<file path="src/hdl/spfm_pkg.sv">
`default_nettype none
package spfm_pkg;
    // ******************************
    // register byte addresses
    // ******************************
    localparam logic [7:0] ADDR_SER_CTRL     = 8'h00;
    localparam logic [7:0] ADDR_SER_BUF      = 8'h04;
    localparam logic [7:0] ADDR_PWR_CTRL     = 8'h08;
    localparam logic [7:0] ADDR_T2_CTRL      = 8'h0C;
    localparam logic [7:0] ADDR_T2_RELOAD_LO = 8'h10;
    localparam logic [7:0] ADDR_T2_RELOAD_HI = 8'h14;
    localparam logic [7:0] ADDR_T2_COUNT_LO  = 8'h18;
    localparam logic [7:0] ADDR_T2_COUNT_HI  = 8'h1C;
    localparam logic [7:0] ADDR_T1_RELOAD    = 8'h20;
    // ******************************
    // field positions
    // ******************************
    localparam int SC_SM2  = 5;
    localparam int SC_REN  = 4;
    localparam int SC_TB8  = 3;
    localparam int SC_RB8  = 2;
    localparam int SC_TI   = 1;
    localparam int SC_RI   = 0;
    localparam int PW_DOUBLE_RATE_BIT = 7;
    localparam int T2_OVF  = 7;
    localparam int T2_EXT  = 6;
    localparam int T2_RXB  = 5;
    localparam int T2_TXB  = 4;
    localparam int T2_EXEN = 3;
    localparam int T2_RUN  = 2;
    localparam int T2_CT   = 1;
    localparam int T2_CPRL = 0;
    // ******************************
    // modes, timing, frame sizes
    // ******************************
    localparam logic [1:0] MODE_SHIFT  = 2'b00;
    localparam logic [1:0] MODE_UART8  = 2'b01;
    localparam logic [1:0] MODE_UART9F = 2'b10;
    localparam logic [3:0] PH_LAST     = 4'd11;  // 12 oscillator periods per machine cycle
    localparam logic [3:0] PH_SCLK_LO0 = 4'd4;   // S3P1
    localparam logic [3:0] PH_SCLK_LO1 = 4'd9;   // S5P2
    localparam logic [3:0] PH_SAMPLE   = 4'd9;   // S5P2
    localparam logic [3:0] SMP_A       = 4'd7;
    localparam logic [3:0] SMP_B       = 4'd8;
    localparam logic [3:0] SMP_C       = 4'd9;
    localparam logic [3:0] DIV_LAST    = 4'd15;
    localparam logic [3:0] FRAME8_BITS = 4'd10;
    localparam logic [3:0] FRAME9_BITS = 4'd11;
    localparam logic [3:0] SHIFT_BITS  = 4'd8;
    localparam logic [1:0] PRE_LAST    = 2'd3;
    typedef enum logic [2:0] {TX_IDLE = 3'b001, TX_WAIT = 3'b010, TX_SEND = 3'b100} spfm_tx_t;
    typedef enum logic [2:0] {RX_IDLE = 3'b001, RX_ASYNC = 3'b010, RX_SHIFT = 3'b100} spfm_rx_t;
    typedef struct packed {
        logic [1:0]  mode;
        logic        sm2;
        logic        ren;
        logic        tb8;
        logic        rb8;
        logic        ti;
        logic        ri;
        logic        double_rate_bit;
        logic [7:0]  rbuf;
        logic        t2ovf;
        logic        t2ext;
        logic        rxb2;
        logic        txb2;
        logic        t2exen;
        logic        t2run;
        logic        t2ct;
        logic        t2cprl;
        logic [15:0] t2cnt;
        logic [15:0] t2rel;
        logic [7:0]  t1cnt;
        logic [7:0]  t1rel;
        logic        t1half;
        logic [3:0]  ph;
        logic [1:0]  pre;
        logic        rxd_s1;
        logic        rxd_s2;
        logic        rxd_d;
        logic        t2x_s1;
        logic        t2x_s2;
        logic        t2x_d;
        spfm_tx_t    tx_st;
        logic [10:0] tx_sh;
        logic [3:0]  tx_cnt;
        logic [3:0]  tx_div;
        logic        txd;
        logic        sclk;
        logic        txp;
        logic        oe_n;
        spfm_rx_t    rx_st;
        logic [8:0]  rx_dat;
        logic [3:0]  rx_cnt;
        logic [3:0]  rx_div;
        logic        s7;
        logic        s8;
        logic [31:0] prd;
    } spfm_state_t;
    localparam spfm_state_t ST_RST = '{tx_st: TX_IDLE, rx_st: RX_IDLE, txd: 1'b1, sclk: 1'b1,
                                       txp: 1'b1, oe_n: 1'b1, rxd_s1: 1'b1, rxd_s2: 1'b1,
                                       rxd_d: 1'b1, t2x_s1: 1'b1, t2x_s2: 1'b1, t2x_d: 1'b1,
                                       default: '0};
endpackage : spfm_pkg
`default_nettype wire

</file>
<file path="src/hdl/spfm_top.sv">
// What this block does
// - transmitter and receiver run independently and at the same time
// - one buffer address: writes load transmit, reads return separate receive buffer
// - shift mode moves 8 bits LSB first on rx pin, clock on tx pin
// - 8-bit uart frame: start, 8 data LSB first, stop into rx ninth flag
// - 9-bit uart frames: start, 8 data, tx ninth bit, stop
// - 9-bit reception stores received ninth bit, ignores stop bit value
// - mode bits select shift, 8-bit variable, 9-bit fixed, 9-bit variable
// - fixed 9-bit mode runs at osc/64, or osc/32 with double rate
// - first timer overflow divided by 32, or 16 with double rate
// - second timer baud: osc/32 over 16-bit reload count
// - second timer in baud mode never sets its overflow flag
// - baud mode external edge sets external flag, no reload
// - baud mode timer increments every state time when running with t2ct clear
// - shift reception needs rx flag clear and enable; uart needs start bit
// - 9-bit modes with filter: ninth bit zero raises no rx flag
// - 8-bit mode with filter: rx flag only on valid stop bit
// - 8-bit mode without filter: rx ninth flag holds stop bit
// - tx flag set after eighth shift bit, or at stop bit start
// - rx flag set after eighth shift bit, or mid stop bit
// - shift-mode buffer write loads a one above the data byte
// - shift-mode send starts one full machine cycle after the first machine-cycle end following the write
// - uart receiver samples at 7, 8, 9 of 16 and takes majority
// - a start bit that reads as one resets the receiver
//
// Chosen here: the APB slave port and the address map.
`timescale 1ns/1ns
`default_nettype none
module spfm_top
    import spfm_pkg::*;
(
    input  wire logic        pclk,
    input  wire logic        presetn,
    input  wire logic        psel,
    input  wire logic        penable,
    input  wire logic        pwrite,
    input  wire logic [7:0]  paddr,
    input  wire logic [31:0] pwdata,
    output logic      [31:0] prdata,
    output logic             pready,
    output logic             pslverr,
    output logic             txd_out,
    input  wire logic        rxd_in,
    output logic             rxd_out,
    output logic             rxd_oe_n,
    input  wire logic        timer_two_external_input
);
    import spfm_pkg::*;

    spfm_state_t r;
    spfm_state_t n;
    logic        mc_tick;
    logic        st_tick;
    logic        baud2;
    logic        t2_inc;
    logic        t2_ovf;
    logic        t1_ovf;
    logic        t1_x16;
    logic        m2_x16;
    logic        tx_x16;
    logic        rx_x16;
    logic        t2_fall;
    logic        rx_fall;
    logic        maj;
    logic        shift_md;
    logic [3:0]  nbits;
    logic        wr;
    logic        wr_ctl;
    logic        wr_buf;
    logic        wr_t2c;
    logic        hit;

    // ******************************
    // rate enables
    // ******************************
    // oscillator equals pclk; machine cycle is 12 phases, a state is 2
    assign mc_tick  = r.ph == PH_LAST;
    assign st_tick  = r.ph[0];
    assign baud2    = r.rxb2 | r.txb2;
    assign t2_inc   = r.t2run & ~r.t2ct & (baud2 ? st_tick : mc_tick);
    assign t2_ovf   = t2_inc & (r.t2cnt == 16'hFFFF);
    assign t1_ovf   = mc_tick & (r.t1cnt == 8'hFF);
    assign t1_x16   = t1_ovf & (r.double_rate_bit | r.t1half);
    assign m2_x16   = r.double_rate_bit ? r.pre[0] : (r.pre == PRE_LAST);
    // second timer overflow already at 16x of osc/32 over the reload count
    assign tx_x16   = (r.mode == MODE_UART9F) ? m2_x16 : (r.txb2 ? t2_ovf : t1_x16);
    assign rx_x16   = (r.mode == MODE_UART9F) ? m2_x16 : (r.rxb2 ? t2_ovf : t1_x16);
    assign t2_fall  = r.t2x_d & ~r.t2x_s2;
    assign rx_fall  = r.rxd_d & ~r.rxd_s2;
    assign maj      = (r.s7 & r.s8) | (r.s7 & r.rxd_s2) | (r.s8 & r.rxd_s2);
    assign shift_md = r.mode == MODE_SHIFT;
    assign nbits    = (r.mode == MODE_UART8) ? FRAME8_BITS : FRAME9_BITS;

    // ******************************
    // apb decode
    // ******************************
    assign wr     = psel & penable & pwrite;
    assign wr_ctl = wr & (paddr == ADDR_SER_CTRL);
    assign wr_buf = wr & (paddr == ADDR_SER_BUF);
    assign wr_t2c = wr & (paddr == ADDR_T2_CTRL);
    assign hit    = (paddr[1:0] == 2'b00) & (paddr <= ADDR_T1_RELOAD);
    assign pready  = 1'b1;
    assign pslverr = psel & penable & ~hit;
    assign prdata  = r.prd;
    assign txd_out = r.txp;
    assign rxd_out = r.tx_sh[0];
    assign rxd_oe_n = r.oe_n;

    // next-state logic for the whole block
    always_comb begin
        logic set_ti;
        logic set_ri;
        logic set_ovf;
        logic set_ext;
        logic ninth;
        set_ti  = 1'b0;
        set_ri  = 1'b0;
        set_ovf = 1'b0;
        set_ext = 1'b0;
        ninth   = 1'b0;
        n       = r;
        n.ph    = mc_tick ? 4'd0 : r.ph + 4'd1;
        n.pre   = r.pre + 2'd1;
        // pins from outside pass two flops before use
        n.rxd_s1 = rxd_in;
        n.rxd_s2 = r.rxd_s1;
        n.rxd_d  = r.rxd_s2;
        n.t2x_s1 = timer_two_external_input;
        n.t2x_s2 = r.t2x_s1;
        n.t2x_d  = r.t2x_s2;

        // ******************************
        // timers
        // ******************************
        // first timer: 8-bit auto-reload on machine cycles
        if (mc_tick) begin
            n.t1cnt = t1_ovf ? r.t1rel : r.t1cnt + 8'd1;
        end
        if (t1_ovf) begin
            n.t1half = ~r.t1half;
        end
        if (t2_inc) begin
            n.t2cnt = t2_ovf ? r.t2rel : r.t2cnt + 16'd1;
        end
        if (t2_ovf && !baud2) begin
            set_ovf = 1'b1;
        end
        // in baud mode the edge only flags; no reload or capture
        if (t2_fall && r.t2exen) begin
            set_ext = 1'b1;
            if (!baud2) begin
                if (r.t2cprl) begin
                    n.t2rel = r.t2cnt;
                end else begin
                    n.t2cnt = r.t2rel;
                end
            end
        end

        // ******************************
        // transmitter
        // ******************************
        if (tx_x16) begin
            n.tx_div = r.tx_div + 4'd1;
        end
        case (r.tx_st)
            TX_IDLE: begin
                n.tx_cnt = 4'd0;
            end
            TX_WAIT: begin
                if (shift_md) begin
                    // first tick is the load slot, send a full cycle later
                    if (mc_tick) begin
                        if (r.tx_cnt == 4'd0) begin
                            n.tx_cnt = 4'd1;
                        end else begin
                            n.tx_st  = TX_SEND;
                            n.tx_cnt = 4'd0;
                        end
                    end
                end else if (tx_x16 && r.tx_div == DIV_LAST) begin
                    // bit times follow the divider, not the write
                    n.tx_st  = TX_SEND;
                    n.tx_cnt = 4'd0;
                    n.txd    = r.tx_sh[0];
                end
            end
            TX_SEND: begin
                if (shift_md) begin
                    if (mc_tick) begin
                        n.tx_sh  = {1'b0, r.tx_sh[10:1]};
                        n.tx_cnt = r.tx_cnt + 4'd1;
                        if (r.tx_cnt == SHIFT_BITS - 4'd1) begin
                            set_ti  = 1'b1;
                            n.tx_st = TX_IDLE;
                        end
                    end
                end else if (tx_x16 && r.tx_div == DIV_LAST) begin
                    n.tx_sh  = {1'b1, r.tx_sh[10:1]};
                    n.tx_cnt = r.tx_cnt + 4'd1;
                    n.txd    = r.tx_sh[1];
                    if (r.tx_cnt + 4'd1 == nbits - 4'd1) begin
                        set_ti = 1'b1;
                    end
                    if (r.tx_cnt + 4'd1 == nbits) begin
                        n.tx_st = TX_IDLE;
                        n.txd   = 1'b1;
                    end
                end
            end
            default: begin
                n.tx_st = TX_IDLE;
            end
        endcase

        // ******************************
        // receiver
        // ******************************
        case (r.rx_st)
            RX_IDLE: begin
                n.rx_cnt = 4'd0;
                if (shift_md) begin
                    if (r.ren && !r.ri && mc_tick) begin
                        n.rx_st = RX_SHIFT;
                    end
                end else if (r.ren && rx_fall) begin
                    n.rx_st  = RX_ASYNC;
                    n.rx_div = 4'd0;
                end
            end
            RX_SHIFT: begin
                if (r.ph == PH_SAMPLE) begin
                    n.s7 = r.rxd_s2;
                end
                if (mc_tick) begin
                    n.rx_dat = {r.s7, r.rx_dat[8:1]};
                    n.rx_cnt = r.rx_cnt + 4'd1;
                    if (r.rx_cnt == SHIFT_BITS - 4'd1) begin
                        n.rbuf  = {r.s7, r.rx_dat[8:2]};
                        set_ri  = 1'b1;
                        n.rx_st = RX_IDLE;
                    end
                end
            end
            RX_ASYNC: begin
                if (rx_x16) begin
                    n.rx_div = r.rx_div + 4'd1;
                    if (r.rx_div == SMP_A) begin
                        n.s7 = r.rxd_s2;
                    end
                    if (r.rx_div == SMP_B) begin
                        n.s8 = r.rxd_s2;
                    end
                    if (r.rx_div == SMP_C) begin
                        if (r.rx_cnt == 4'd0) begin
                            if (maj) begin
                                n.rx_st = RX_IDLE;
                            end else begin
                                n.rx_cnt = 4'd1;
                            end
                        end else if (r.rx_cnt < nbits - 4'd1) begin
                            n.rx_dat = {maj, r.rx_dat[8:1]};
                            n.rx_cnt = r.rx_cnt + 4'd1;
                        end else begin
                            // stop bit middle; a full buffer loses the frame
                            ninth = (r.mode == MODE_UART8) ? maj : r.rx_dat[8];
                            if (!r.ri && (!r.sm2 || ninth)) begin
                                n.rbuf = (r.mode == MODE_UART8) ? r.rx_dat[8:1] : r.rx_dat[7:0];
                                n.rb8  = ninth;
                                set_ri = 1'b1;
                            end
                            n.rx_st = RX_IDLE;
                        end
                    end
                end
            end
            default: begin
                n.rx_st = RX_IDLE;
            end
        endcase

        // ******************************
        // register writes and reads
        // ******************************
        if (wr) begin
            case (paddr)
                ADDR_SER_CTRL: begin
                    n.mode = pwdata[7:6];
                    n.sm2  = pwdata[SC_SM2];
                    n.ren  = pwdata[SC_REN];
                    n.tb8  = pwdata[SC_TB8];
                    n.rb8  = pwdata[SC_RB8];
                    n.ti   = pwdata[SC_TI];
                    n.ri   = pwdata[SC_RI];
                end
                ADDR_SER_BUF: begin
                    // transmit side only; receive buffer untouched
                    n.tx_st  = TX_WAIT;
                    n.tx_cnt = 4'd0;
                    if (shift_md) begin
                        n.tx_sh = {2'b00, 1'b1, pwdata[7:0]};
                    end else begin
                        n.tx_sh = {1'b1, (r.mode == MODE_UART8) | r.tb8, pwdata[7:0], 1'b0};
                    end
                end
                ADDR_PWR_CTRL: begin
                    n.double_rate_bit = pwdata[PW_DOUBLE_RATE_BIT];
                end
                ADDR_T2_CTRL: begin
                    n.t2ovf  = pwdata[T2_OVF];
                    n.t2ext  = pwdata[T2_EXT];
                    n.rxb2   = pwdata[T2_RXB];
                    n.txb2   = pwdata[T2_TXB];
                    n.t2exen = pwdata[T2_EXEN];
                    n.t2run  = pwdata[T2_RUN];
                    n.t2ct   = pwdata[T2_CT];
                    n.t2cprl = pwdata[T2_CPRL];
                end
                ADDR_T2_RELOAD_LO: n.t2rel[7:0]  = pwdata[7:0];
                ADDR_T2_RELOAD_HI: n.t2rel[15:8] = pwdata[7:0];
                ADDR_T2_COUNT_LO:  n.t2cnt[7:0]  = pwdata[7:0];
                ADDR_T2_COUNT_HI:  n.t2cnt[15:8] = pwdata[7:0];
                ADDR_T1_RELOAD:    n.t1rel       = pwdata[7:0];
                default: begin
                end
            endcase
        end
        // hardware set wins over a software clear in the same cycle
        n.ti    = n.ti | set_ti;
        n.ri    = n.ri | set_ri;
        n.t2ovf = n.t2ovf | set_ovf;
        n.t2ext = n.t2ext | set_ext;
        // read data latched in the setup phase, shown in the access phase
        if (psel && !penable) begin
            case (paddr)
                ADDR_SER_CTRL:     n.prd = {24'h00_0000, r.mode, r.sm2, r.ren, r.tb8, r.rb8, r.ti, r.ri};
                ADDR_SER_BUF:      n.prd = {24'h00_0000, r.rbuf};
                ADDR_PWR_CTRL:     n.prd = {24'h00_0000, r.double_rate_bit, 7'h00};
                ADDR_T2_CTRL:      n.prd = {24'h00_0000, r.t2ovf, r.t2ext, r.rxb2, r.txb2,
                                            r.t2exen, r.t2run, r.t2ct, r.t2cprl};
                ADDR_T2_RELOAD_LO: n.prd = {24'h00_0000, r.t2rel[7:0]};
                ADDR_T2_RELOAD_HI: n.prd = {24'h00_0000, r.t2rel[15:8]};
                ADDR_T2_COUNT_LO:  n.prd = {24'h00_0000, r.t2cnt[7:0]};
                ADDR_T2_COUNT_HI:  n.prd = {24'h00_0000, r.t2cnt[15:8]};
                ADDR_T1_RELOAD:    n.prd = {24'h00_0000, r.t1rel};
                default:           n.prd = 32'h0000_0000;
            endcase
        end

        // ******************************
        // pins
        // ******************************
        // shift clock low S3..S5 while a shift-mode transfer runs
        n.sclk = !(shift_md && (n.tx_st == TX_SEND || n.rx_st == RX_SHIFT) &&
                   n.ph >= PH_SCLK_LO0 && n.ph <= PH_SCLK_LO1);
        n.txp  = shift_md ? n.sclk : n.txd;
        n.oe_n = !(shift_md && n.tx_st == TX_SEND);
    end

    // state register
    always_ff @(posedge pclk or negedge presetn) begin
        if (!presetn) begin
            r <= ST_RST;
        end else begin
            r <= n;
        end
    end
endmodule : spfm_top
`default_nettype wire

</file>
<file path="config.mk">
export PLATFORM = sky130hd
export DESIGN_NAME = spfm_top
export DESIGN_NICKNAME = d
export VERILOG_FILES = /design/src/hdl/spfm_pkg.sv /design/src/hdl/spfm_top.sv
export SDC_FILE = /design/constraint.sdc
export NUM_CORES = 1
export LEC_CHECK = 0
export BUFFER_PORTS_ARGS = -buffer_cell sky130_fd_sc_hd__buf_4
export CAP_MARGIN = 20
export CORE_AREA = 2 2 179 93
export CTS_CLUSTER_SIZE = 8
export DETAILED_ROUTE_END_ITERATION = 7
export DIE_AREA = 0 0 181 95
export PLACE_DENSITY = 0.73
export RECOVER_POWER = 100
export SLEW_MARGIN = 20
export SYNTH_ARGS = -nofsm -noshare
export SYNTH_HDL_FRONTEND = slang
export SYNTH_SLANG_ARGS = --single-unit
export TNS_END_PERCENT = 50
</file>
<file path="constraint.sdc">
create_clock -name pclk -period 2.6 [get_ports pclk]
set_clock_uncertainty 0.1 [all_clocks]
set_input_delay 0.13 -clock pclk [delete_from_list [all_inputs] [get_ports pclk]]
set_output_delay 0.13 -clock pclk [all_outputs]
set_load 0.01 [all_outputs]
</file>
== Word-level counts from Yosys, hierarchy flattened ==
Cells that the tools add are included.
Widths: inputs -> output; s select.

* Add/subtract/negate cells: 9
* $lt $le $gt $ge: 4
* Eq/ne operators: 45
* Multiplexer cells: 107
* Bitwise logic cells: 28
* Reduce and logical (&&, ||, !) cells: 38

{| class="wikitable"
|+ Operator list
! operator !! count
|-
| $mux 8 || 14
|-
| $mux 16 || 6
|-
| $mux 18 || 5
|-
| $pmux 8 s9 || 1
|-
| $mux 32 || 2
|-
| $mux 3 || 14
|-
| $mux 1 || 40
|-
| $mux 40 || 1
|-
| $mux 4 || 9
|-
| $eq 8x5->1 const B || 4
|-
| $ne 2x2->1 const B || 12
|-
| $pmux 4 s3 || 2
|-
| $mux 11 || 2
|-
| $mux 22 || 1
|-
| $add 4x1->4 const B || 5
|-
| $eq 4x4->1 const B || 5
|-
| $pmux 3 s3 || 2
|-
| $pmux 9 s2 || 1
|-
| $add 16x1->16 const B || 1
|-
| $eq 16x16->1 const B || 1
|-
| $eq 8x4->1 const B || 2
|-
| $pmux 8 s2 || 1
|-
| $and 1x1->1 || 14
|-
| $mux 13 || 1
|-
| other kinds (36) || 85
|}

* Bits in registers: 165
* Input port bits: 47
* Output and inout port bits: 37

== Depth between registers and ports, before layout ==
Gate-level depths: netlist of run 1.

* Depth after elaboration: 19
* Mapped depth: 10

== Least setup slack after synthesis of run 1 ==
No wires, ideal clock.

* Path kind: flip-flop to flip-flop
* Start: reg r[88] in the netlist's numbering
* End: reg r[43] in the netlist's numbering
* Arrival time: 2.430 ns
* Data required time: 2.375 ns
* Setup slack: -0.055 ns
* Stages on the path, launching flop included: 10
* Buffers on the path: 1
* Period minus slack after synthesis: 2.655 ns
* Cell sequence: dfrtp_1 > ha_1 > nand3b_4 > nor4_4 > a21oi_1 > a211oi_4 > a31oi_4 > nor2_4 > buf_8 > mux2_4

* Word-level cells in the longest chain between the ends: 8
* Elaborated cells on any way between the ends: 11
* Classes of those cells: eq/ne: 3; mux: 3; bitwise: 4; reduce/logical: 1

{| class="wikitable"
|+ Ends and longest elaborated chain
! item !! line !! text
|-
| start, declared || spfm_top.sv:50 || <nowiki>spfm_state_t r;</nowiki>
|-
| start signal, assigned || spfm_top.sv:365 || <nowiki>r <= n;</nowiki>
|-
| $eq 4x4->1 || spfm_top.sv:77 || <nowiki>assign mc_tick = r.ph == PH_LAST;</nowiki>
|-
| $mux 1 || spfm_top.sv:80 || <nowiki>assign t2_inc = r.t2run & ~r.t2ct & (baud2 ? st_tick : mc_tick);</nowiki>
|-
| $and 1x1->1 || spfm_top.sv:80 ||
|-
| $and 1x1->1 || spfm_top.sv:81 || <nowiki>assign t2_ovf = t2_inc & (r.t2cnt == 16'hFFFF);</nowiki>
|-
| $mux 1 (2 in series) || spfm_top.sv:87 || <nowiki>assign rx_x16 = (r.mode == MODE_UART9F) ? m2_x16 : (r.rxb2 ? t2_ovf : t1_x16);</nowiki>
|-
| $ne 2x2->1 (no source line) || n/a ||
|-
| $reduce_and 6->1 (no source line) * || n/a ||
|}

Mark *: on every way between the ends. The rest lies on a longest branch, timed or not.
A chain may end at the register's enable or synchronous reset.

==> results by group, run 1 <==
Route
  • Met3 routed WL: slightly below 3 mm
  • Final wirelength: roughly 24 mm
  • Post-route ant nets: 0
  • DR vias: 7,149
  • Met2 Wirelength: 9.11 mm
  • Drt initial violations: around 830
  • Via density: 5.99
  • Routed wire length per instance: 20.5 um
  • Residual DRC: 0
  • Highest Signal Layer: met4
  • Met1 WL: approximately 12 mm
  • DR pass1 iterations: 5

Setup path
  • Critical path, cell by cell: ha_1 -> buf_4 -> nand4_1 -> or2_2 -> or3_1 -> o21ai_0 -> nand2_1 -> a221oi_2 -> a21oi_1
  • Worst-path fanout max: 4
  • Crit start category: flip-flop
  • Reg2Reg Setup Slack: -4 ps
  • Critical Path Source: r[125]
  • Worst setup path class: reg2reg
  • Critical path's slowest cell: or3_1
  • CP top delay family: simple AND/OR/NAND/NOR gates
  • RR Endpoint: r[139]
  • Crit path capture: r[139]
  • Crit path capture type: flip-flop
  • Critical Path Stages: 9
  • CP peak stage delay: approximately 420 ps
  • Reg2Reg Depth: 9
  • R2r startpoint: r[125]
  • Worst path bufs/invs: 1
  • WP data arrival: about 2800 ps
  • Crit path required time: about 2800 ps

GRT
  • Overall routing resource usage: 29.7%
  • Initial antenna violation count: 0
  • Global-route wire length before repair: 38.1 mm
  • Number of global-route vias before repair: 6,590
  • Total gr overflow: 0
  • Largest net degree at the start of global routing: 66

Final layout
  • Layout cells sized above 1: a little over a fifth
  • Area growth syn-to-layout: 18.5%
  • Util after Layout: around three fifths
  • Non-filler cells, final: approximately 1,200
  • N_diodes: 0
  • Fin nets: around 1,000

Timing
  • RSZ-0062 raised after global routing: yes
  • Worst-Margin Slew: 1340 ps
  • Crit path time final: between 2000 and 3000 ps
  • Period utilization: 100%
  • Worst hold slack: roughly 67 ps
  • Achievable Freq: 384 MHz
  • Final setup margin: -3.63 ps
  • Hold Vio Cnt, Final: 0
  • Slew HR: 10.4%
  • Setup violations, final: 1
  • Final Max Tran Viols: 0

Synth
  • Post-Synthesis Cell Area: just over 8000 sq um
  • FFs w/ async S/R, synth: 100%
  • Post-synthesis area per instance: about 9.5 sq um
  • Ys Warns: 0
  • Register area share after synthesis: 42.7%
  • Main synth FF type: dfrtp_1
  • Gate Count Post-Synth: between 800 and 900
  • Synth Register Bits: between 100 and 150
  • Synth unique cells: 74
  • EDFF count, synth: 0

Power
  • Leakage: ~4.4 nW
  • Power Dens Cells: 523 nW/um^2
  • Peak VDD IR: about 0.52 mV

Placed design
  • Placed Instances: 1,147
  • Pre-CTS setup slack: -23.3 ps
  • RePlAce Congestion: around 1
  • Detailed Place HPWL: about 18 mm
  • Buffers added on ports: 34

CTS
  • Reg clk slew, reported paths: 60 ps
  • CTS Root Cell: clkbuf_16
  • Clock latency on the worst-skew pair: ~420 ps
  • Clk sinks: 141
  • Total number of H-tree levels: 4
  • CTS Buf Count: 17
  • Bufs on Longest Clock Path: 2
  • CTS tree: done

Floorplan
  • Io pins: 84
  • Core ar.: about 16,000 sq um
  • Initial Utilization: between 50% and 60%
  • Full die area: about 17,000 sq um
  • Rows: 33
  • Die Height: around 95 um
  • Die width: 181 um

Min path
  • Hold Path Depth: 4
  • Worst hold path type: in2reg
  • Min-delay src: paddr[0]

Outcome
  • Status: finished, violations left
  • Failing checks: setup timing

Job
  • Max cap viols: 0
worst min-delay path: stages:
cell	delay (ps)
buf_4	110
nor3_1	70
nand3_1	100
mux2_2	150
logic make-up after synthesis:
kind of cell,share of synthesized area (%)
simple gates,18.0
compound gates,15.8
flops,42.7
mux,13.5
buf+inv,5.87
fa+ha+maj,2.68
xor+xnor,1.37
other cells,0.0905
cell usage after synthesis, drive strengths merged, types with 5 or more instances:
library cell	count	area [sq um]
and2	5	31.3
mux2i	53	531
a31oi	6	52.6
a21oi	47	239
o221ai	7	61.3
xnor2	7	61.3
nor3	23	115
nand2b	9	56.3
nand3	35	175
a221oi	15	131
xor2	6	52.6
a221o	6	60.1
dfstp	11	289
nor4	7	86.3
nor2b	6	37.5
o22ai	5	31.3
ha	17	213
o211ai	5	37.5
mux2	50	589
nand4	9	68.8
nand2	110	413
nor2	60	233
o21ai	77	385
inv	20	75.1
or3	6	37.5
dfrtp	130	3250
and3	13	81.3
buf	43	310
o31ai	5	37.5
clkbuf	27	101
nor3b	6	45.0
flip-flops by register name (all words and copies together), names as in the netlist:
signal and cells:
r 126, prdata 8, txd_out 1, n 4
rxd_oe_n 1, rxd_out 1
repair_timing:
action / 4_1_cts / 5_1_grt
pin swaps: 0 / 7
setup endpoints to repair: 9 / 37
buffers inserted: 0 / 3
hold buffers: 12 / 0
hold endpoints to repair: 98 / 0
gates resized for setup: 2 / 16
report_power, final:
part	total [W]	internal, W	switching [W]
combinational	0.000453	0.000167	0.000286
clock	0.00240	0.00143	0.000966
sequential	0.00229	0.00225	0.0000413
worst min path at each step:
stage,end,slack (ps)
6_report,r[157],70
5_1_grt,r[157],70
4_1_cts,r[157],40
3_5_place_dp,r[110],9
3_3_place_gp,r[110],5
2_1_floorplan,prdata[0],-270
per-stage QoR:
step                      total power [W]  instance area [sq um]  TNS [ps]
after CTS                         0.00515                   9810         0
final                             0.00514                   9830     -3.63
after global routing              0.00532                   9830      -120
after detailed placement          0.00276                   9110     -57.7
after global placement            0.00275                   9110         0
after floorplan                   0.00256                   8400         0
layout make-up:
cell class	instances	area, sq um
Fill cell	1347	6030
Tap cell	210	263
Inverter	20	75.1
Multi-Input combinational cell	665	4450
Clock inverter	11	119
Timing Repair Buffer	126	932
Clock buffer	21	450
Sequential cell	141	3540
cells in the final DEF, fill, tap and decap left out, types with 4 or more instances in the layout:
cell type,netlist,final
mux2i_1,53,53
buf_4,36,91
nor3b_1,6,6
o21a_1,4,4
mux2_2,37,37
clkinvlp_4,0,4
mux2_4,7,7
nand2b_1,9,9
a221o_1,6,6
inv_1,19,19
a21oi_1,46,43
clkbuf_1,27,20
and3_1,13,12
nor2_1,59,59
conb_1,2,25
o22ai_1,5,5
a221oi_1,15,13
xnor2_1,7,7
o31ai_1,5,5
o221ai_1,7,7
clkbuf_16,0,17
nand2_1,110,109
dlygate4sd3_1,0,12
ha_1,17,16
mux2_1,6,6
o211ai_1,5,5
o21ai_0,75,73
nor3_1,23,23
dfrtp_1,130,130
nor2b_1,6,5
xor2_1,6,6
nand4_1,7,7
or3_1,6,6
a31oi_1,5,5
dfstp_2,11,9
nor4_1,3,4
clkinv_2,0,4
nand3_1,35,34
layer usage:
layer  vias up  GRT usage (%)
met5         -              0
met4         0           7.18
met3        29           10.9
met2       377           38.1
met1      3441           46.0
li1       3302              -
No activity file was read; power rests on OpenSTA's default activity.
==> run 2, diff against run 1 <==
Settings changed: SKIP_CTS_REPAIR_TIMING from default to 1.
==> run 2 against run 1 <==
The flow now finishes without violations. Largest cell class unchanged. Largest power group unchanged. Worst hold slack got worse by 56 ps. Clock power barely moved. Maximum frequency rose by 0.41%. Sequential power barely moved. Via count rose by 1.3%. Die area did not move.
==> results by group, run 2 (synthesized netlist as in run 1, its figures left out) <==
Outcome
  • Status: complete, no violations

Placed design
  • Detailed Place HPWL: 18.0 mm (unchanged)
  • Buffers added on ports: 34 (unchanged)
  • RePlAce Congestion: 0.985 (unchanged)
  • Pre-CTS setup slack: -23.3 ps (unchanged)

CTS
  • Reg clk slew, reported paths: 60 ps (about the same)
  • CTS tree: done
  • Clk sinks: 141 (unchanged)
  • Total number of H-tree levels: 4 (unchanged)
  • Clock latency on the worst-skew pair: 420 ps (about the same)
  • Bufs on Longest Clock Path: 2 (unchanged)
  • CTS Buf Count: 17 (unchanged)
  • CTS Root Cell: clkbuf_16

Route
  • Residual DRC: 0 (unchanged)
  • DR vias: 7,239 (+1.3%)
  • DR pass1 iterations: 5 (unchanged)
  • Drt initial violations: 958 (+16%)
  • Via density: 6.07 (+1.4%)
  • Routed wire length per instance: 20.6 um (+0.68%)
  • Final wirelength: 24.6 mm (+0.51%)
  • Post-route ant nets: 0 (unchanged)

Timing
  • Period utilization: 99.7% (-0.41 points)
  • Worst hold slack: 11.5 ps (-55.6 ps)
  • Final Max Tran Viols: 0 (unchanged)
  • Slew HR: 13.3% (+2.9 points)
  • Achievable Freq: 386 MHz (+0.41%)
  • Worst-Margin Slew: 1300 ps (-43.2 ps)
  • Hold Vio Cnt, Final: 0 (unchanged)
  • Final setup margin: 6.92 ps (+10.6 ps)
  • Crit path time final: 2590 ps (-10.6 ps)
  • RSZ-0062 raised after global routing: yes
  • Setup violations, final: 0 (-1)

Final layout
  • Multi-input logic area: 4460 sq um (+0.39%)
  • Filler cells: 1,349 (+0.15%)
  • N_diodes: 0 (unchanged)
  • Most frequent cells in the layout: dfrtp_1, nand2_1, buf_4
  • Max reg flops: 126 (unchanged)
  • Biggest register: r
  • Layout cells sized above 1: 21.9% (+0.35 points)
  • Area growth syn-to-layout: 18.3%
  • Most common cell after layout, fill and taps aside: dfrtp_1
  • Fin nets: 1,033 (-0.19%)
  • Seq. cell area: 3540 sq um (unchanged)

Power
  • Share of total power in the clock network: 46.6% (about the same)
  • Peak VDD IR: 0.516 mV (about the same)
  • Overall power: 0.00514 W (about the same)
  • Reg power frac: 44.6% (about the same)
  • Power Dens Cells: 523 nW/um^2 (about the same)
  • Leakage: 4.38 nW (-0.17%)
  • Comb pwr share: 8.8% (about the same)
  • Switching Fraction: 25.1% (-0.043 points)
  • P_int: 0.00385 W (about the same)
  • Switching pwr: 0.00129 W (-0.27%)

Setup path
  • Reg2Reg Setup Slack: 7 ps (about the same)
  • Worst path bufs/invs: 2 (+1)
  • Reg2Reg Depth: 9 (unchanged)
  • RR Endpoint: r[59]
  • R2r startpoint: r[89]
  • Worst setup path class: reg2reg
  • WP data arrival: 2800 ps (about the same)
  • Critical path's slowest cell: dfrtp_1
  • CP top delay family: compound AO/OA/AOI/OAI gates
  • CP peak stage delay: 390 ps (-30 ps)
  • Critical Path Most Common Cell: buf_4
  • Critical path, cell by cell: ha_4 -> nand3b_4 -> buf_4 -> o21ai_4 -> buf_4 -> nand3_1 -> o21ai_0 -> o21a_1 -> mux2_2
  • Crit start category: flip-flop
  • Crit path required time: 2810 ps (about the same)
  • Critical Path Stages: 9 (unchanged)
  • Crit path capture type: flip-flop
  • Worst-path fanout max: 4 (unchanged)

GRT
  • Global-route wire length before repair: 38.0 mm (-0.16%)
  • Number of global-route vias before repair: 6,584 (-0.091%)
  • Total gr overflow: 0 (unchanged)
  • Initial antenna violation count: 0 (unchanged)
  • Largest net degree at the start of global routing: 66 (unchanged)
  • Overall routing resource usage: 29.6% (-0.052 points)

Floorplan
  • Io pins: 84 (unchanged)
  • Rows: 33 (unchanged)
  • Die Height: 95 um (unchanged)
  • Die width: 181 um (unchanged)
  • Core ar.: 15,900 sq um (unchanged)
  • Initial Utilization: 52.3% (unchanged)
  • Full die area: 17,200 sq um (unchanged)

Job
  • Max cap viols: 0 (unchanged)

Min path
  • Hold Path Depth: 3 (-1)
  • Worst hold path type: in2reg
  • Hold EP: r[157]
  • Min-delay src: paddr[3]
run 2: cell count changes in the layout (fill, tap and decap cells not counted), sizes merged:
cell and delta:
buf -1, dlygate4sd3 -1
run 2: per-stage QoR:
step	cell area, sq um	setup TNS (ps)	cells	util, %
final	9820	0	1192	61.9
after global routing	9820	-143	1192	61.9
after CTS	9680	-324	1179	61.1
after detailed placement	9110	-57.7	1147	57.5
after global placement	9110	0	1147	57.5
after floorplan	8400	0	896	-
run 2: cell type report:
class                   count  area share [%]
clock inverters            11            1.21
repair buffers            124            9.20
inverters                  20           0.765
well taps                 210            2.68
multi-input cells         665            45.5
flip-flops and latches    141            36.1
clock buffers              21            4.59
run 2: worst max path at each step:
stage / start / endpoint / slack [ps]
2_1_floorplan: r[165] / r[43] / 30
3_3_place_gp: r[101] / r[155] / 20
3_5_place_dp: r[102] / r[154] / -20
4_1_cts: r[101] / r[154] / -50
5_1_grt: r[89] / r[59] / -60
6_report: r[89] / r[59] / 7
run 2: layer usage:
metal  part of all wire [%]  global-route usage, %  vias to the layer above
met2                     37                   37.7                      379
met1                     49                   45.9                     3528
met4                    1.4                   7.59                        0
met3                     12                   10.9                       36
li1                       -                      -                     3296
met5                      0                      0                        -
run 2: power groups by stage:
stage | clock network [W] | logic [W] | registers (W)
4_1_cts | 0.00242 | 0.000429 | 0.00229
6_report | 0.00240 | 0.000450 | 0.00229
3_5_place_dp | 0 | 0.000427 | 0.00233
3_3_place_gp | 0 | 0.000423 | 0.00233
2_1_floorplan | 0 | 0.000232 | 0.00233
5_1_grt | 0.00253 | 0.000488 | 0.00230
run 2: worst reg2reg max path: cells and delay by family, from the launching register on:
| kind | cells | cell delay [ps] |
|---|---|---|
| AOI/OAI and AO/OA | 3 | 790 |
| adders and majority gates | 1 | 180 |
| buffers and inverters | 2 | 350 |
| DFF | 1 | 390 |
| muxes | 1 | 370 |
| and+or+nand+nor | 2 | 290 |
==> run 3, diff against run 2 <==
Settings changed: CORE_AREA 2 2 179 93 to 2 2 127 129, DIE_AREA 0 0 181 95 to 0 0 129 131.
==> run 3 against run 2 <==
The run now ends with capacitance limit, slew limit, setup timing left. Design area shrank 0.28%. Critical path depth is the same. Sequential share of layout area grew 0.10 points. Combinational power shrank 6.0%. Non-clock buffer count shrank 1. Critical endpoint is now r[47]. Largest power group unchanged.
==> results by group, run 3 (synthesized netlist as in run 1, its figures left out) <==
Timing
  • Hold Vio Cnt, Final: 0 (unchanged)
  • Final setup margin: -16.2 ps (-23.1 ps)
  • Achievable Freq: 382 MHz (-0.88%)
  • Slew HR: -0.600% (-14 points)
  • RSZ-0062 raised after global routing: yes
  • Worst hold slack: 5.91 ps (-5.57 ps)
  • Period utilization: 101% (+0.89 points)
  • Crit path time final: 2620 ps (+23.1 ps)
  • Final Max Tran Viols: 62 (+62)
  • Setup violations, final: 7 (+7)
  • Worst-Margin Slew: 1510 ps (+208 ps)

GRT
  • Number of global-route vias before repair: 6,612 (+0.43%)
  • Largest net degree at the start of global routing: 62 (-6.1%)
  • Initial antenna violation count: 0 (unchanged)
  • Overall routing resource usage: 27.6% (-2.1 points)
  • Total gr overflow: 0 (unchanged)
  • Global-route wire length before repair: 35.5 mm (-6.6%)

CTS
  • Clock latency on the worst-skew pair: 440 ps (+20 ps)
  • Reg clk slew, reported paths: 70 ps (about the same)
  • Bufs on Longest Clock Path: 2 (unchanged)
  • CTS Root Cell: clkbuf_16
  • Total number of H-tree levels: 4 (unchanged)
  • CTS Buf Count: 17 (unchanged)
  • Clk sinks: 141 (unchanged)
  • CTS tree: done

Placed design
  • Pre-CTS setup slack: -38.0 ps (-14.7 ps)
  • Buffers added on ports: 34 (unchanged)
  • RePlAce Congestion: 0.951 (-3.5%)
  • Detailed Place HPWL: 15.9 mm (-12%)

Power
  • Peak VDD IR: 0.580 mV (+12%)
  • Power Dens Cells: 519 nW/um^2 (-0.85%)
  • Overall power: 0.00508 W (-1.1%)
  • Leakage: 4.33 nW (-1.1%)

Final layout
  • Filler cells: 1,309 (-3.0%)
  • Fin nets: 1,032 (-0.097%)
  • Biggest register: r
  • Multi-input logic area: 4470 sq um (about the same)
  • Most common cell after layout, fill and taps aside: dfrtp_1
  • Max reg flops: 126 (unchanged)
  • Area growth syn-to-layout: 18.0%
  • Seq. cell area: 3540 sq um (unchanged)
  • N_diodes: 0 (unchanged)
  • Most frequent cells in the layout: dfrtp_1, nand2_1, buf_4
  • Layout cells sized above 1: 21.6% (-0.28 points)

Setup path
  • Critical path's slowest cell: dfrtp_1
  • Critical path, cell by cell: ha_2 -> nand3_2 -> nor4_4 -> a21oi_2 -> a211oi_4 -> a31oi_4 -> nor2_4 -> buf_6 -> mux2_4
  • Worst-path fanout max: 5 (+1)
  • WP data arrival: 2840 ps (+40 ps)
  • Worst setup path class: reg2reg
  • Crit path required time: 2820 ps (about the same)
  • CP peak stage delay: 390 ps (about the same)
  • Crit path capture type: flip-flop
  • Crit start category: flip-flop

Job
  • Max cap viols: 1 (+1)

Floorplan
  • Io pins: 84 (unchanged)
  • Die width: 129 um (-29%)
  • Core ar.: 15,600 sq um (-1.6%)
  • Die Height: 131 um (+38%)
  • Rows: 46 (+39%)
  • Initial Utilization: 53.2% (+0.86 points)
  • Full die area: 16,900 sq um (-1.7%)

Route
  • Routed wire length per instance: 18.7 um (-9.3%)
  • Via density: 5.90 (-2.9%)
  • Drt initial violations: 735 (-23%)
  • DR vias: 7,062 (-2.4%)
  • Post-route ant nets: 0 (unchanged)
  • Final wirelength: 22.4 mm (-8.9%)
  • DR pass1 iterations: 5 (unchanged)
  • Residual DRC: 0 (unchanged)

Outcome
  • Failing checks: capacitance limit, slew limit, setup timing
  • Status: finished, violations left

Min path
  • Worst hold path type: in2reg
[run 3: cell types whose count changed in the layout (fill, tap and decap cells not counted), moves of 2 or more]
cell      previous run  this run
clkbuf_1            19        21
a221oi_1            13        15
a221oi_2             2         0
clkinv_4             0         2
buf_4               91        82
o21ai_1              3         1
buf_6                0         2
inv_6                1         5
nand3_1             34        32
o21ai_2              0         2
clkinv_2             4         2
[run 3: worst paths after layout]
kind                           from     end  slack (ps)  cells after the start
max                          r[102]   r[47]         -20                      9
min                        paddr[3]  r[157]           6                      3
max reg2reg                  r[102]   r[47]         -20                      9
min reg2reg                   n[81]   n[80]         260                      0
max in group asynchronous   presetn   n[81]         550                      3
min in group asynchronous   presetn   r[87]         500                      2
[run 3: worst max-delay path, delay by kind of cell, from the launching register on]
| family | cells | cell delay [ps] |
|---|---|---|
| flip-flops | 1 | 390 |
| AO/OA/AOI/OAI | 3 | 640 |
| adder cells (fa/ha/maj) | 1 | 210 |
| multiplexers | 1 | 290 |
| buffers and inverters | 1 | 140 |
| AND/OR/NAND/NOR | 3 | 720 |
[run 3: metal layers]
metal  routed length (um)  vias up  GRT usage [%]
met2                10400      309           43.0
li1                     -     3300              -
met4                  614        0           10.5
met3                 1680       52           6.03
met1                 9670     3401           37.9
met5                    0        -              0
[run 3: through the flow]
| step | TNS (ps) | std cells | instance area, sq um | util [%] |
|---|---|---|---|---|
| after floorplan | 0 | 896 | 8400 | - |
| after global placement | 0 | 1150 | 9080 | 58.2 |
| after detailed placement | -190 | 1150 | 9080 | 58.2 |
| after CTS | -484 | 1182 | 9650 | 61.9 |
| after global routing | -1000 | 1197 | 9790 | 62.8 |
| final | -94.8 | 1197 | 9790 | 62.8 |
[run 3: cell type report]
cell class                 count  share of cell area, %
clock buffer                  17                   4.35
multi-input combinational    665                   45.6
inverter                      20                  0.767
clock inverter                15                   1.42
tap                          216                   2.76
timing repair buffer         123                   8.88
sequential                   141                   36.2
[run 3: report_power, final]
part,total (W),switching (W),internal [W]
Combinational,0.000423,0.000258,0.000164
Sequential,0.00229,0.0000432,0.00225
Clock,0.00236,0.00104,0.00133
Total,0.00508,0.00134,0.00374
